**src/rtl/alem_pkg.sv**
```systemverilog
package alem_pkg;
  // operating modes of the element
  typedef enum logic [1:0] {ALEM_NORMAL, ALEM_EXTENDED, ALEM_ARITH, ALEM_SHARED} alem_mode_t;
  // normal-mode lookup splits
  typedef enum logic [2:0] {ALEM_N44, ALEM_N53, ALEM_N55, ALEM_N54, ALEM_N66, ALEM_N6LO, ALEM_N6HI} alem_sub_t;
  // register data sources
  typedef enum logic [1:0] {ALEM_SRC_FUNC, ALEM_SRC_PACK, ALEM_SRC_CHAIN} alem_src_t;

  // register byte offsets
  localparam logic [7:0] ALEM_OFF_CTRL = 8'h00;
  localparam logic [7:0] ALEM_OFF_LUT_LO_L = 8'h04;
  localparam logic [7:0] ALEM_OFF_LUT_LO_H = 8'h08;
  localparam logic [7:0] ALEM_OFF_LUT_HI_L = 8'h0c;
  localparam logic [7:0] ALEM_OFF_LUT_HI_H = 8'h10;
  localparam logic [7:0] ALEM_OFF_STATUS = 8'h14;

  // control field positions
  localparam int ALEM_F_MODE = 0;
  localparam int ALEM_F_SUB = 2;
  localparam int ALEM_F_SHAREB = 5;
  localparam int ALEM_F_COMBOUT = 6;
  localparam int ALEM_F_CSTART = 7;
  localparam int ALEM_F_CINIT = 8;
  localparam int ALEM_F_HBYP = 9;
  localparam int ALEM_F_LENA = 10;
  localparam int ALEM_F_CTAP = 11;
  localparam int ALEM_F_TSRC = 12;
  localparam int ALEM_F_BSRC = 14;
  localparam int ALEM_F_TPACK = 16;
  localparam int ALEM_F_BPACK = 18;
  localparam int ALEM_F_TPRE = 20;
  localparam int ALEM_F_BPRE = 21;

  // status bit positions
  localparam int ALEM_S_TOPQ = 0;
  localparam int ALEM_S_BOTQ = 1;
  localparam int ALEM_S_TOPC = 2;
  localparam int ALEM_S_BOTC = 3;
  localparam int ALEM_S_COUT = 4;
  localparam int ALEM_S_SOUT = 5;
  localparam int ALEM_S_CONF = 6;

  // reset values
  localparam logic [31:0] ALEM_CTRL_RST = 32'h0000_0000;
  localparam logic [63:0] ALEM_LUT_RST = 64'h0000_0000_0000_0000;
  localparam logic ALEM_FLOP_RST = 1'b0;

  // cluster geometry
  localparam int ALEM_CLUSTER_ELEMS = 8;
endpackage : alem_pkg

```
**src/rtl/alem_element.sv**
```systemverilog
// Notes on behaviour
// (RL1) one of four operating modes at a time
// (RL2) eleven inputs steered by selected mode
// (RL3) registers use cluster-wide control signals
// (RL4) normal: eight inputs, two or one six-input
// (RL5) independent 4+4 and 5+3 splits
// (RL6) 5+5 share a,b; 5+4 share a or b
// (RL7) dual six-input: shared a-d, same function
// (RL8) low selects to first_flop, high to second
// (RL9) async load data from e/f input; packing
// (RL10) six-input high frees e_lo/f_lo; f_hi conditional
// (RL11) extended: mux of two five-input functions
// (RL12) extended: no second_flop; eighth input packable
// (RL13) arithmetic: four 4-lookups, two full adders
// (RL14) carry in to lower, lower to upper, out
// (RL15) carry out alongside comb outputs, sum ignored
// (RL16) carry_result drives sync load for maximum; here sync load comes only from i_cl_sload, carry_o never feeds it
// (RL17) local enable from data input; sync cluster-wide
// (RL18) chain starts at element one or five
// (RL19) long chains continue into next cluster
// (RL20) half-bypassable chains skip the other half
// (RL21) shared mode: sum/carry lookups, shared chain
// (RL22) shared mode frees f_lo and f_hi
// (RL23) clear beats preset; device clear beats all
// (RL24) register chain feeds register input directly
// (RL25) mode and lookup contents static while clocked
//
// The implementer's own choices: the register offsets and the Wishbone register port.
module alem_element
  import alem_pkg::*;
#(
  parameter int ELEM_INDEX = 0,
  parameter int BYPASS_HALF = 0,
  parameter int CLUSTER_ELEMS = ALEM_CLUSTER_ELEMS
) (
  input wire logic i_clk,
  input wire logic i_rst,
  input wire logic i_wb_cyc,
  input wire logic i_wb_stb,
  input wire logic i_wb_we,
  input wire logic [7:0] i_wb_adr,
  input wire logic [3:0] i_wb_sel,
  input wire logic [31:0] i_wb_dat,
  output logic [31:0] o_wb_dat,
  output logic o_wb_ack,
  input wire logic i_lut_in_a,
  input wire logic i_lut_in_b,
  input wire logic i_lut_in_c,
  input wire logic i_lut_in_d,
  input wire logic i_lut_in_e_lo,
  input wire logic i_lut_in_f_lo,
  input wire logic i_lut_in_e_hi,
  input wire logic i_lut_in_f_hi,
  input wire logic i_carry_in,
  input wire logic i_share_in,
  input wire logic i_chain_in,
  input wire logic i_cl_ena,
  input wire logic i_cl_sclr,
  input wire logic i_cl_sload,
  input wire logic i_cl_aclr,
  input wire logic i_cl_aload,
  input wire logic i_device_wide_clear_n,
  output logic o_top_comb,
  output logic o_top_reg,
  output logic o_bot_comb,
  output logic o_bot_reg,
  output logic o_carry_out,
  output logic o_share_out,
  output logic o_chain_out
);

  // half boundary inside the cluster
  localparam int HALF = CLUSTER_ELEMS / 2;
  localparam logic MY_HALF = (ELEM_INDEX >= HALF);
  localparam logic START_OK = (ELEM_INDEX == 0) || (ELEM_INDEX == HALF);
  localparam logic BYP_OK = (MY_HALF == (BYPASS_HALF != 0));

  // byte-lane merge for wishbone writes
  function automatic logic [31:0] wb_merge(input logic [31:0] old_v, input logic [31:0] new_v,
                                           input logic [3:0] sel);
    logic [31:0] r;
    r = old_v;
    for (int k = 0; k < 4; k++) begin
      if (sel[k]) begin
        r[k*8 +: 8] = new_v[k*8 +: 8];
      end
    end
    return r;
  endfunction : wb_merge

  // one-bit full adder, returns carry and sum
  function automatic logic [1:0] full_add(input logic x, input logic y, input logic z);
    return {(x & y) | (x & z) | (y & z), x ^ y ^ z};
  endfunction : full_add

  // pick one of the e/f inputs by 2-bit index
  function automatic logic pick_ef(input logic [3:0] ef, input logic [1:0] sel);
    return ef[sel];
  endfunction : pick_ef

  logic [31:0] ctrl_reg; // mode and routing configuration
  logic [63:0] lut_lo_reg; // low half lookup contents
  logic [63:0] lut_hi_reg; // high half lookup contents
  logic ack_reg; // bus acknowledge
  logic [31:0] rdat_reg; // registered read data
  logic top_q_reg; // first_flop
  logic bot_q_reg; // second_flop

  // decoded configuration fields
  alem_mode_t mode;
  logic [2:0] sub;
  logic [1:0] tsrc, bsrc, tpack, bpack;
  logic [3:0] ef; // {f_hi, e_hi, f_lo, e_lo}

  // combinational internals
  logic [5:0] idx_lo, idx_hi;
  logic [63:0] mask_hi;
  logic func_lo, func_hi;
  logic top_func, bot_func, carry_o, share_o;
  logic cin_eff;
  logic [3:0] lk;
  logic [1:0] add0, add1;
  logic top_d, bot_d, top_pack, bot_pack;
  logic ena_eff, bot_avail;
  logic [3:0] used;
  logic conflict;
  logic req;

  // (RL1) single mode field decode
  assign mode = alem_mode_t'(ctrl_reg[ALEM_F_MODE +: 2]);
  assign sub = ctrl_reg[ALEM_F_SUB +: 3];
  assign tsrc = ctrl_reg[ALEM_F_TSRC +: 2];
  assign bsrc = ctrl_reg[ALEM_F_BSRC +: 2];
  assign tpack = ctrl_reg[ALEM_F_TPACK +: 2];
  assign bpack = ctrl_reg[ALEM_F_BPACK +: 2];
  assign ef = {i_lut_in_f_hi, i_lut_in_e_hi, i_lut_in_f_lo, i_lut_in_e_lo};
  assign req = i_wb_cyc & i_wb_stb & ~ack_reg;

  // bus acknowledge, one cycle after the strobe, dropped next cycle
  always_ff @(posedge i_clk) begin
    if (i_rst) begin
      ack_reg <= 1'b0;
    end else begin
      ack_reg <= req;
    end
  end

  // configuration writes land at the acknowledged edge; rewriting while clocked is not supported
  // (RL25) static configuration store
  always_ff @(posedge i_clk) begin
    if (i_rst) begin
      ctrl_reg <= ALEM_CTRL_RST;
      lut_lo_reg <= ALEM_LUT_RST;
      lut_hi_reg <= ALEM_LUT_RST;
    end else if (i_wb_cyc && i_wb_stb && ack_reg && i_wb_we) begin
      case (i_wb_adr)
        ALEM_OFF_CTRL: ctrl_reg <= wb_merge(ctrl_reg, i_wb_dat, i_wb_sel);
        ALEM_OFF_LUT_LO_L: lut_lo_reg[31:0] <= wb_merge(lut_lo_reg[31:0], i_wb_dat, i_wb_sel);
        ALEM_OFF_LUT_LO_H: lut_lo_reg[63:32] <= wb_merge(lut_lo_reg[63:32], i_wb_dat, i_wb_sel);
        ALEM_OFF_LUT_HI_L: lut_hi_reg[31:0] <= wb_merge(lut_hi_reg[31:0], i_wb_dat, i_wb_sel);
        ALEM_OFF_LUT_HI_H: lut_hi_reg[63:32] <= wb_merge(lut_hi_reg[63:32], i_wb_dat, i_wb_sel);
        // status and unmapped: write ignored
        default: ;
      endcase
    end
  end

  // read data, captured with the acknowledge
  always_ff @(posedge i_clk) begin
    if (i_rst) begin
      rdat_reg <= 32'h0000_0000;
    end else if (req) begin
      case (i_wb_adr)
        ALEM_OFF_CTRL: rdat_reg <= ctrl_reg;
        ALEM_OFF_LUT_LO_L: rdat_reg <= lut_lo_reg[31:0];
        ALEM_OFF_LUT_LO_H: rdat_reg <= lut_lo_reg[63:32];
        ALEM_OFF_LUT_HI_L: rdat_reg <= lut_hi_reg[31:0];
        ALEM_OFF_LUT_HI_H: rdat_reg <= lut_hi_reg[63:32];
        ALEM_OFF_STATUS: begin
          rdat_reg <= 32'h0000_0000;
          rdat_reg[ALEM_S_TOPQ] <= top_q_reg;
          rdat_reg[ALEM_S_BOTQ] <= bot_q_reg;
          rdat_reg[ALEM_S_TOPC] <= top_func;
          rdat_reg[ALEM_S_BOTC] <= bot_func;
          rdat_reg[ALEM_S_COUT] <= carry_o;
          rdat_reg[ALEM_S_SOUT] <= share_o;
          rdat_reg[ALEM_S_CONF] <= conflict;
        end
        // unmapped reads as zero
        default: rdat_reg <= 32'h0000_0000;
      endcase
    end
  end

  // normal-mode input steering into the two lookup halves
  // (RL2) route local inputs per split
  always_comb begin
    idx_lo = 6'h00;
    idx_hi = 6'h00;
    mask_hi = lut_hi_reg;
    case (sub)
      // (RL5) two independent four-input functions
      ALEM_N44: begin
        idx_lo = {2'b00, i_lut_in_d, i_lut_in_c, i_lut_in_b, i_lut_in_a};
        idx_hi = {2'b00, i_lut_in_f_hi, i_lut_in_e_hi, i_lut_in_f_lo, i_lut_in_e_lo};
      end
      // (RL5) five plus independent three
      ALEM_N53: begin
        idx_lo = {1'b0, i_lut_in_e_lo, i_lut_in_d, i_lut_in_c, i_lut_in_b, i_lut_in_a};
        idx_hi = {3'b000, i_lut_in_f_hi, i_lut_in_e_hi, i_lut_in_f_lo};
      end
      // (RL6) two five-input sharing a and b
      ALEM_N55: begin
        idx_lo = {1'b0, i_lut_in_e_lo, i_lut_in_d, i_lut_in_c, i_lut_in_b, i_lut_in_a};
        idx_hi = {1'b0, i_lut_in_f_hi, i_lut_in_e_hi, i_lut_in_f_lo, i_lut_in_b, i_lut_in_a};
      end
      // (RL6) four-input sharing a or b
      ALEM_N54: begin
        idx_lo = {1'b0, i_lut_in_e_lo, i_lut_in_d, i_lut_in_c, i_lut_in_b, i_lut_in_a};
        idx_hi = {2'b00, i_lut_in_f_hi, i_lut_in_e_hi, i_lut_in_f_lo,
                  ctrl_reg[ALEM_F_SHAREB] ? i_lut_in_b : i_lut_in_a};
      end
      // (RL7) same function, unique e/f selects
      ALEM_N66: begin
        idx_lo = {i_lut_in_f_lo, i_lut_in_e_lo, i_lut_in_d, i_lut_in_c, i_lut_in_b, i_lut_in_a};
        idx_hi = {i_lut_in_f_hi, i_lut_in_e_hi, i_lut_in_d, i_lut_in_c, i_lut_in_b, i_lut_in_a};
        mask_hi = lut_lo_reg;
      end
      // (RL4) single six-input on the low half
      ALEM_N6LO: begin
        idx_lo = {i_lut_in_f_lo, i_lut_in_e_lo, i_lut_in_d, i_lut_in_c, i_lut_in_b, i_lut_in_a};
      end
      // (RL4) single six-input on the high half
      ALEM_N6HI: begin
        idx_hi = {i_lut_in_f_hi, i_lut_in_e_hi, i_lut_in_d, i_lut_in_c, i_lut_in_b, i_lut_in_a};
      end
      default: ;
    endcase
    func_lo = lut_lo_reg[idx_lo];
    func_hi = mask_hi[idx_hi];
  end

  // mode datapath: lookups, adders and chains
  always_comb begin
    lk = 4'h0;
    add0 = 2'b00;
    add1 = 2'b00;
    top_func = 1'b0;
    bot_func = 1'b0;
    carry_o = 1'b0;
    share_o = 1'b0;
    // (RL18) chain start only at element one or five
    cin_eff = (ctrl_reg[ALEM_F_CSTART] && START_OK) ? ctrl_reg[ALEM_F_CINIT] : i_carry_in;
    case (mode)
      ALEM_NORMAL: begin
        // (RL8) low half to top, high half to bottom
        top_func = (sub == ALEM_N6HI) ? 1'b0 : func_lo;
        bot_func = (sub == ALEM_N6LO) ? 1'b0 : func_hi;
      end
      ALEM_EXTENDED: begin
        // (RL11) two five-input lookups muxed by f_lo
        lk[0] = lut_lo_reg[{1'b0, i_lut_in_e_lo, i_lut_in_d, i_lut_in_c, i_lut_in_b, i_lut_in_a}];
        lk[1] = lut_hi_reg[{1'b0, i_lut_in_e_hi, i_lut_in_d, i_lut_in_c, i_lut_in_b, i_lut_in_a}];
        top_func = i_lut_in_f_lo ? lk[1] : lk[0];
      end
      ALEM_ARITH: begin
        // (RL13) two pairs of four-input lookups sharing a, b
        lk[0] = lut_lo_reg[{2'b00, i_lut_in_d, i_lut_in_c, i_lut_in_b, i_lut_in_a}];
        lk[1] = lut_lo_reg[{2'b01, i_lut_in_f_lo, i_lut_in_e_lo, i_lut_in_b, i_lut_in_a}];
        lk[2] = lut_hi_reg[{2'b00, i_lut_in_d, i_lut_in_c, i_lut_in_b, i_lut_in_a}];
        lk[3] = lut_hi_reg[{2'b01, i_lut_in_f_hi, i_lut_in_e_hi, i_lut_in_b, i_lut_in_a}];
        // (RL14) carry ripples lower to upper adder
        add0 = full_add(lk[0], lk[1], cin_eff);
        add1 = full_add(lk[2], lk[3], add0[1]);
        carry_o = add1[1];
        // (RL15) comb lookups out with ALEM_F_COMBOUT set, sums ignored; otherwise the sums
        if (ctrl_reg[ALEM_F_COMBOUT]) begin
          top_func = lk[0];
          bot_func = lk[2];
        end else begin
          top_func = add0[0];
          bot_func = add1[0];
        end
        // (RL18) incoming carry i_carry_in tapped onto top routing
        if (ctrl_reg[ALEM_F_CTAP]) begin
          top_func = i_carry_in;
        end
      end
      ALEM_SHARED: begin
        // (RL21) sum and carry lookups of four inputs
        lk[0] = lut_lo_reg[{2'b00, i_lut_in_d, i_lut_in_c, i_lut_in_b, i_lut_in_a}];
        lk[1] = lut_lo_reg[{2'b01, i_lut_in_d, i_lut_in_c, i_lut_in_b, i_lut_in_a}];
        lk[2] = lut_hi_reg[{2'b00, i_lut_in_e_hi, i_lut_in_e_lo, i_lut_in_b, i_lut_in_a}];
        lk[3] = lut_hi_reg[{2'b01, i_lut_in_e_hi, i_lut_in_e_lo, i_lut_in_b, i_lut_in_a}];
        // (RL21) shared chain into lower, local carry to upper
        add0 = full_add(lk[0], i_share_in, cin_eff);
        add1 = full_add(lk[2], lk[1], add0[1]);
        top_func = add0[0];
        bot_func = add1[0];
        carry_o = add1[1];
        share_o = lk[3];
      end
      default: ;
    endcase
    // (RL20) bypassed half passes both chains untouched
    if (ctrl_reg[ALEM_F_HBYP] && BYP_OK) begin
      carry_o = i_carry_in;
      share_o = i_share_in;
    end
  end

  // e/f inputs consumed by the function, for packing checks
  always_comb begin
    used = 4'hf;
    case (mode)
      ALEM_NORMAL: begin
        if (sub == ALEM_N6LO) begin
          used = 4'h3;
        end else if (sub == ALEM_N6HI) begin
          // (RL10) e_lo, f_lo free; f_hi only if unregistered
          used = (bsrc == ALEM_SRC_FUNC) ? 4'hc : 4'h4;
        end
      end
      // (RL12) eighth input f_hi free
      ALEM_EXTENDED: used = 4'h7;
      // (RL22) f_lo and f_hi free
      ALEM_SHARED: used = 4'h5;
      default: used = 4'hf;
    endcase
    conflict = 1'b0;
    if (tsrc == ALEM_SRC_PACK && used[tpack]) begin
      conflict = 1'b1;
    end
    if (bsrc == ALEM_SRC_PACK && used[bpack]) begin
      conflict = 1'b1;
    end
    if (tsrc == 2'b11 || bsrc == 2'b11) begin
      conflict = 1'b1;
    end
    if ((ctrl_reg[ALEM_F_CSTART] && !START_OK) || (ctrl_reg[ALEM_F_HBYP] && !BYP_OK)) begin
      conflict = 1'b1;
    end
    if (mode == ALEM_EXTENDED && bsrc != ALEM_SRC_FUNC) begin
      conflict = 1'b1;
    end
  end

  // register data and enable selection
  always_comb begin
    // (RL9) packed and async load data from e/f inputs
    top_pack = pick_ef(ef, tpack);
    bot_pack = pick_ef(ef, bpack);
    case (tsrc)
      ALEM_SRC_PACK: top_d = top_pack;
      // (RL24) chain input straight into first_flop
      ALEM_SRC_CHAIN: top_d = i_chain_in;
      default: top_d = top_func;
    endcase
    case (bsrc)
      ALEM_SRC_PACK: bot_d = bot_pack;
      // (RL24) first_flop shifts into second_flop
      ALEM_SRC_CHAIN: bot_d = top_q_reg;
      default: bot_d = bot_func;
    endcase
    // (RL17) local clock enable from f_lo in arithmetic
    ena_eff = i_cl_ena & ((mode == ALEM_ARITH && ctrl_reg[ALEM_F_LENA]) ? i_lut_in_f_lo : 1'b1);
    // (RL12) second_flop held in extended mode
    bot_avail = (mode != ALEM_EXTENDED);
  end

  // first_flop; controls are sampled on the element clock
  // (RL3) cluster-wide register controls
  always_ff @(posedge i_clk) begin
    if (i_rst) begin
      top_q_reg <= ALEM_FLOP_RST;
    // (RL23) device clear first, then clear over preset
    end else if (!i_device_wide_clear_n || i_cl_aclr) begin
      top_q_reg <= 1'b0;
    end else if (i_cl_aload) begin
      top_q_reg <= ctrl_reg[ALEM_F_TPRE] ? 1'b1 : top_pack;
    end else if (ena_eff) begin
      // (RL17) cluster-wide sync clear and load
      if (i_cl_sclr) begin
        top_q_reg <= 1'b0;
      // (RL16) sync load takes the y operand
      end else if (i_cl_sload) begin
        top_q_reg <= i_lut_in_c;
      end else begin
        top_q_reg <= top_d;
      end
    end
  end

  // second_flop
  // (RL3) cluster-wide register controls
  always_ff @(posedge i_clk) begin
    if (i_rst) begin
      bot_q_reg <= ALEM_FLOP_RST;
    // (RL23) device clear first, then clear over preset
    end else if (!i_device_wide_clear_n || i_cl_aclr) begin
      bot_q_reg <= 1'b0;
    end else if (i_cl_aload && bot_avail) begin
      bot_q_reg <= ctrl_reg[ALEM_F_BPRE] ? 1'b1 : bot_pack;
    end else if (ena_eff && bot_avail) begin
      if (i_cl_sclr) begin
        bot_q_reg <= 1'b0;
      // (RL16) sync load takes the y operand
      end else if (i_cl_sload) begin
        bot_q_reg <= i_lut_in_d;
      end else begin
        bot_q_reg <= bot_d;
      end
    end
  end

  // outputs; comb outputs are the unregistered functions
  assign o_wb_ack = ack_reg;
  assign o_wb_dat = rdat_reg;
  assign o_top_comb = top_func;
  assign o_bot_comb = bot_func;
  assign o_top_reg = top_q_reg;
  assign o_bot_reg = bot_q_reg;
  // (RL19) chains leave toward the next element or cluster
  assign o_carry_out = carry_o;
  assign o_share_out = share_o;
  assign o_chain_out = bot_q_reg;

endmodule : alem_element

```
**config.mk**
```make
export PLATFORM = sky130hd
export DESIGN_NAME = alem_element
export DESIGN_NICKNAME = d
export VERILOG_FILES = /design/src/rtl/alem_pkg.sv /design/src/rtl/alem_element.sv
export SDC_FILE = /design/constraint.sdc
export NUM_CORES = 1
export LEC_CHECK = 0
export BUFFER_PORTS_ARGS = -buffer_cell sky130_fd_sc_hd__buf_2
export CAP_MARGIN = 25
export CORE_AREA = 2 2 169 204
export CTS_CLUSTER_SIZE = 24
export DETAILED_ROUTE_END_ITERATION = 8
export DIE_AREA = 0 0 171 206
export MAX_ROUTING_LAYER = met4
export PLACE_DENSITY_LB_ADDON = 0.05
export SLEW_MARGIN = 40
export SYNTH_ARGS = -nofsm -noshare
export SYNTH_HDL_FRONTEND = slang
export SYNTH_SLANG_ARGS = --single-unit
```
**constraint.sdc**
```tcl
create_clock -name i_clk -period 13.1 [get_ports i_clk]
set_input_delay 1.965 -clock i_clk [delete_from_list [all_inputs] [get_ports i_clk]]
set_output_delay 1.965 -clock i_clk [all_outputs]
set_load 0.01 [all_outputs]
```
==> impl_metrics.yaml <==
yosys:
  synthSimpleGateAreaFrac: 0.170
  yosys.cell_types.count: 80
  netlist_area_um2: 11500
  ys.flop_type: "dfxtp_1"
  muxShareOfSynthArea: 0.292
  async_flop_share: 0
  synth_compound_area_frac: 0.142
  ys_ff_latch: 195
  synth_xor_area_frac: 0
  synth_edf_count: 0
  synth_top_family_by_area: "multiplexers"
  syn-num-nets: 1368
  synth.avg_cell_area_um2: 8.95
  ys.warnings.count: 0
  synth-adder-area-share: 0.0145
  synthCells: 1291
  yosysSeqAreaShare: 0.338
detailed_routing:
  vias: 10400
  drc_errors: 0
  finalWirelength_mm: 45.4
  drt_first_pass_iters: 5
  routedWlPerCell_um: 25.1
  drtIter0Drc: 988
  ant_nets: 0
  viasPerCell: 5.75
cts:
  clock_latency_ns: 0.47
  clockBufferDepth: 2
  path_clk_slew_ns: 0.08
  root_buffer: "clkbuf_16"
  cts_hold_buf: 0
  cts_sinks: 195
  post-cts-setup-buffers: 0
  ctsResizeCount: 0
  cts_max_level: 4
  cts_tree: "done"
  cts_buffers: 17
power:
  power_w: 0.00128
  vdd_drop_max_mv: 0.0651
  p_per_area_nw_per_um2: 98.7
  p_leak_nw: 4.90
placed_design:
  pre_cts_ws_ns: 5.18
  gp_congestion: 0.934
  post_dp_cell_area_um2: 12400
  dp_hpwl_mm: 32.4
  io_buffers: 105
job:
  cap_violations: 0
floorplan:
  num_rows: 74
  dieArea_um2: 35200
  die_h_um: 206
  initial_core_util: 0.345
  io_pins: 106
  die_w_um: 171
  core_area_um2: 33500
worst_setup_path:
  cp.arrival_ns: 5.93
  critPathMaxStageDelay_ns: 0.61
  worstSetupPathType: "in2out"
  critPathTopFamily: "multiplexers"
  crit_fanout: 37
  cp_cell_sequence: "buf_2 > buf_4 > mux4_2 > mux4_2 > fa_1 > fa_1 > a21oi_1 > a221oi_1 > a311oi_1 > o211ai_1 > o32ai_2 > inv_1 > buf_2"
  crit_required_ns: 11.14
  worst_setup_path_end_kind: "output pin"
  worstSetupStartpointType: "input pin"
  crit_path_top_delay_cell: "mux4_2"
  path_buf_inv: 4
min_path:
  hold_path.class: "reg2reg"
sta:
  slew_headroom: 0.433
  fin_setup_tns_ns: 0
  fmax_mhz: 127
  skew_ns: 0.0123
  drv_slew: 0
  rsz0062_at_grt: "false"
  hold_viol_final: 0
  setup_viol: 0
  finalCritPeriodShare: 0.603
  tightest_slew_ns: 0.851
  setup_ws_ns: 5.20
  layout_min_cycle_time_ns: 7.90
global_route:
  grt_pass1_vias: 10100
  grt_use_total: 0.269
  grt_pass1_wl_mm: 67.6
  antenna_found_initial: 0
  grt_overflow_total: 0
  grt_max_degree: 107
layout:
  n_fill_cell: 3528
  stdcell_area_um2: 13000
  syn_to_final_growth_pct: 12.7
  drive_gt1_frac: 0.175
  layout.nets: 1415
  antenna_cells: 0
  postLayoutCoreUtil: 0.388
outcome:
  outcome: "finished, final reports clean"
==> cells in the final DEF, fill, tap and decap left out, types with 9 or more instances in the layout <==
master	synthesis	layout
a21oi_1	76	76
a22oi_1	33	33
a31oi_1	10	10
and3_1	11	9
buf_2	14	104
buf_4	9	13
clkbuf_16	0	17
dfxtp_1	195	195
inv_1	20	20
mux2_2	13	13
mux2i_1	227	227
mux4_2	42	42
nand2_1	115	114
nand3_1	31	31
nand4_1	12	12
nor2_1	213	213
nor2_2	14	14
o21ai_0	45	45
==> worst min-delay path, cell delays in order (launching register included) <==
cell	delay, ns
dfxtp_1	0.32
nand2_1	0.05
a21oi_1	0.05
==> power by group <==
group | leakage, nW | switching (W) | internal, W
Sequential | 1.57 | 0.000000346 | 0.000592
Combinational | 3.02 | 0.0000687 | 0.0000296
Clock | 0.311 | 0.000258 | 0.000335
==> per-layer routing <==
metal  global-route usage  vias to the layer above  part of all wire
li1                     -                     4788                 -
met3               0.0347                       56             0.048
met5                    -                        -                 0
met4               0.0932                        0             0.028
met2                0.426                      359              0.47
met1                0.355                     5186              0.45
==> synth_stat cells (all sizes together), types with 3 or more instances <==
| library cell | n | area (um^2) |
|---|---|---|
| ha | 7 | 87.6 |
| and2 | 6 | 37.5 |
| nor3b | 5 | 42.5 |
| mux2 | 14 | 158 |
| a21o | 3 | 22.5 |
| and4 | 4 | 35.0 |
| nand3 | 32 | 173 |
| a21oi | 76 | 380 |
| a211oi | 6 | 50.1 |
| o211ai | 3 | 22.5 |
| fa | 4 | 80.1 |
| a221oi | 7 | 61.3 |
| a21boi | 3 | 26.3 |
| o31ai | 5 | 37.5 |
| o21ai | 50 | 250 |
| a31oi | 11 | 75.1 |
| a32oi | 3 | 26.3 |
| o32ai | 4 | 42.6 |
| a22oi | 33 | 248 |
| o2111ai | 3 | 26.3 |
| a2bb2oi | 3 | 26.3 |
| a222oi | 3 | 30.0 |
| o221ai | 6 | 52.6 |
| nand4 | 12 | 75.1 |
| inv | 20 | 75.1 |
| nor2b | 6 | 37.5 |
| mux2i | 227 | 2270 |
| nand2 | 117 | 449 |
| buf | 32 | 201 |
| o22ai | 7 | 43.8 |
| nor3 | 3 | 20.0 |
| a22o | 6 | 52.6 |
| or3 | 3 | 18.8 |
| dfxtp | 195 | 3900 |
| and3 | 11 | 68.8 |
| mux4 | 42 | 946 |
| nand3b | 4 | 30.0 |
| clkbuf | 59 | 221 |
| nor2 | 228 | 898 |
==> stage by stage <==
step,hold slack [ns],cells
CTS,0.468,1806
global route,0.484,1807
detailed placement,0.451,1774
finish,0.467,1807
floorplan,0.460,1291
global placement,0.442,1774
==> kinds of logic (layout without fill, tap and decap cells) <==
kind of cell,after synthesis,count (layout)
AOI/OAI and AO/OA,249,249
and+or+nand+nor,441,441
adders and majority gates,11,11
buffers and inverters,112,172
muxes,283,283
DFF,195,195
==> path summary, 6_finish.rpt <==
kind / startpoint / end / slack [ns] / cells past startpoint
worst min register to register: o_wb_dat[6] / o_wb_dat[6] / 0.47 / 2
worst max register to register: ctrl_reg[4] / o_bot_reg / 9.26 / 9
worst min-delay path: o_wb_dat[6] / o_wb_dat[6] / 0.47 / 2
worst max-delay path: i_lut_in_a / o_bot_comb / 5.20 / 13
==> cell type report <==
type | instances | area, um^2 | area share
Inverter | 21 | 78.8 | 0.00606
Tap cell | 456 | 571 | 0.0439
Clock buffer | 20 | 457 | 0.0351
Multi-Input combinational cell | 984 | 7170 | 0.551
Timing Repair Buffer | 119 | 643 | 0.0494
Clock inverter | 12 | 190 | 0.0146
Sequential cell | 195 | 3900 | 0.300
Power figures use the tool's default switching activity.
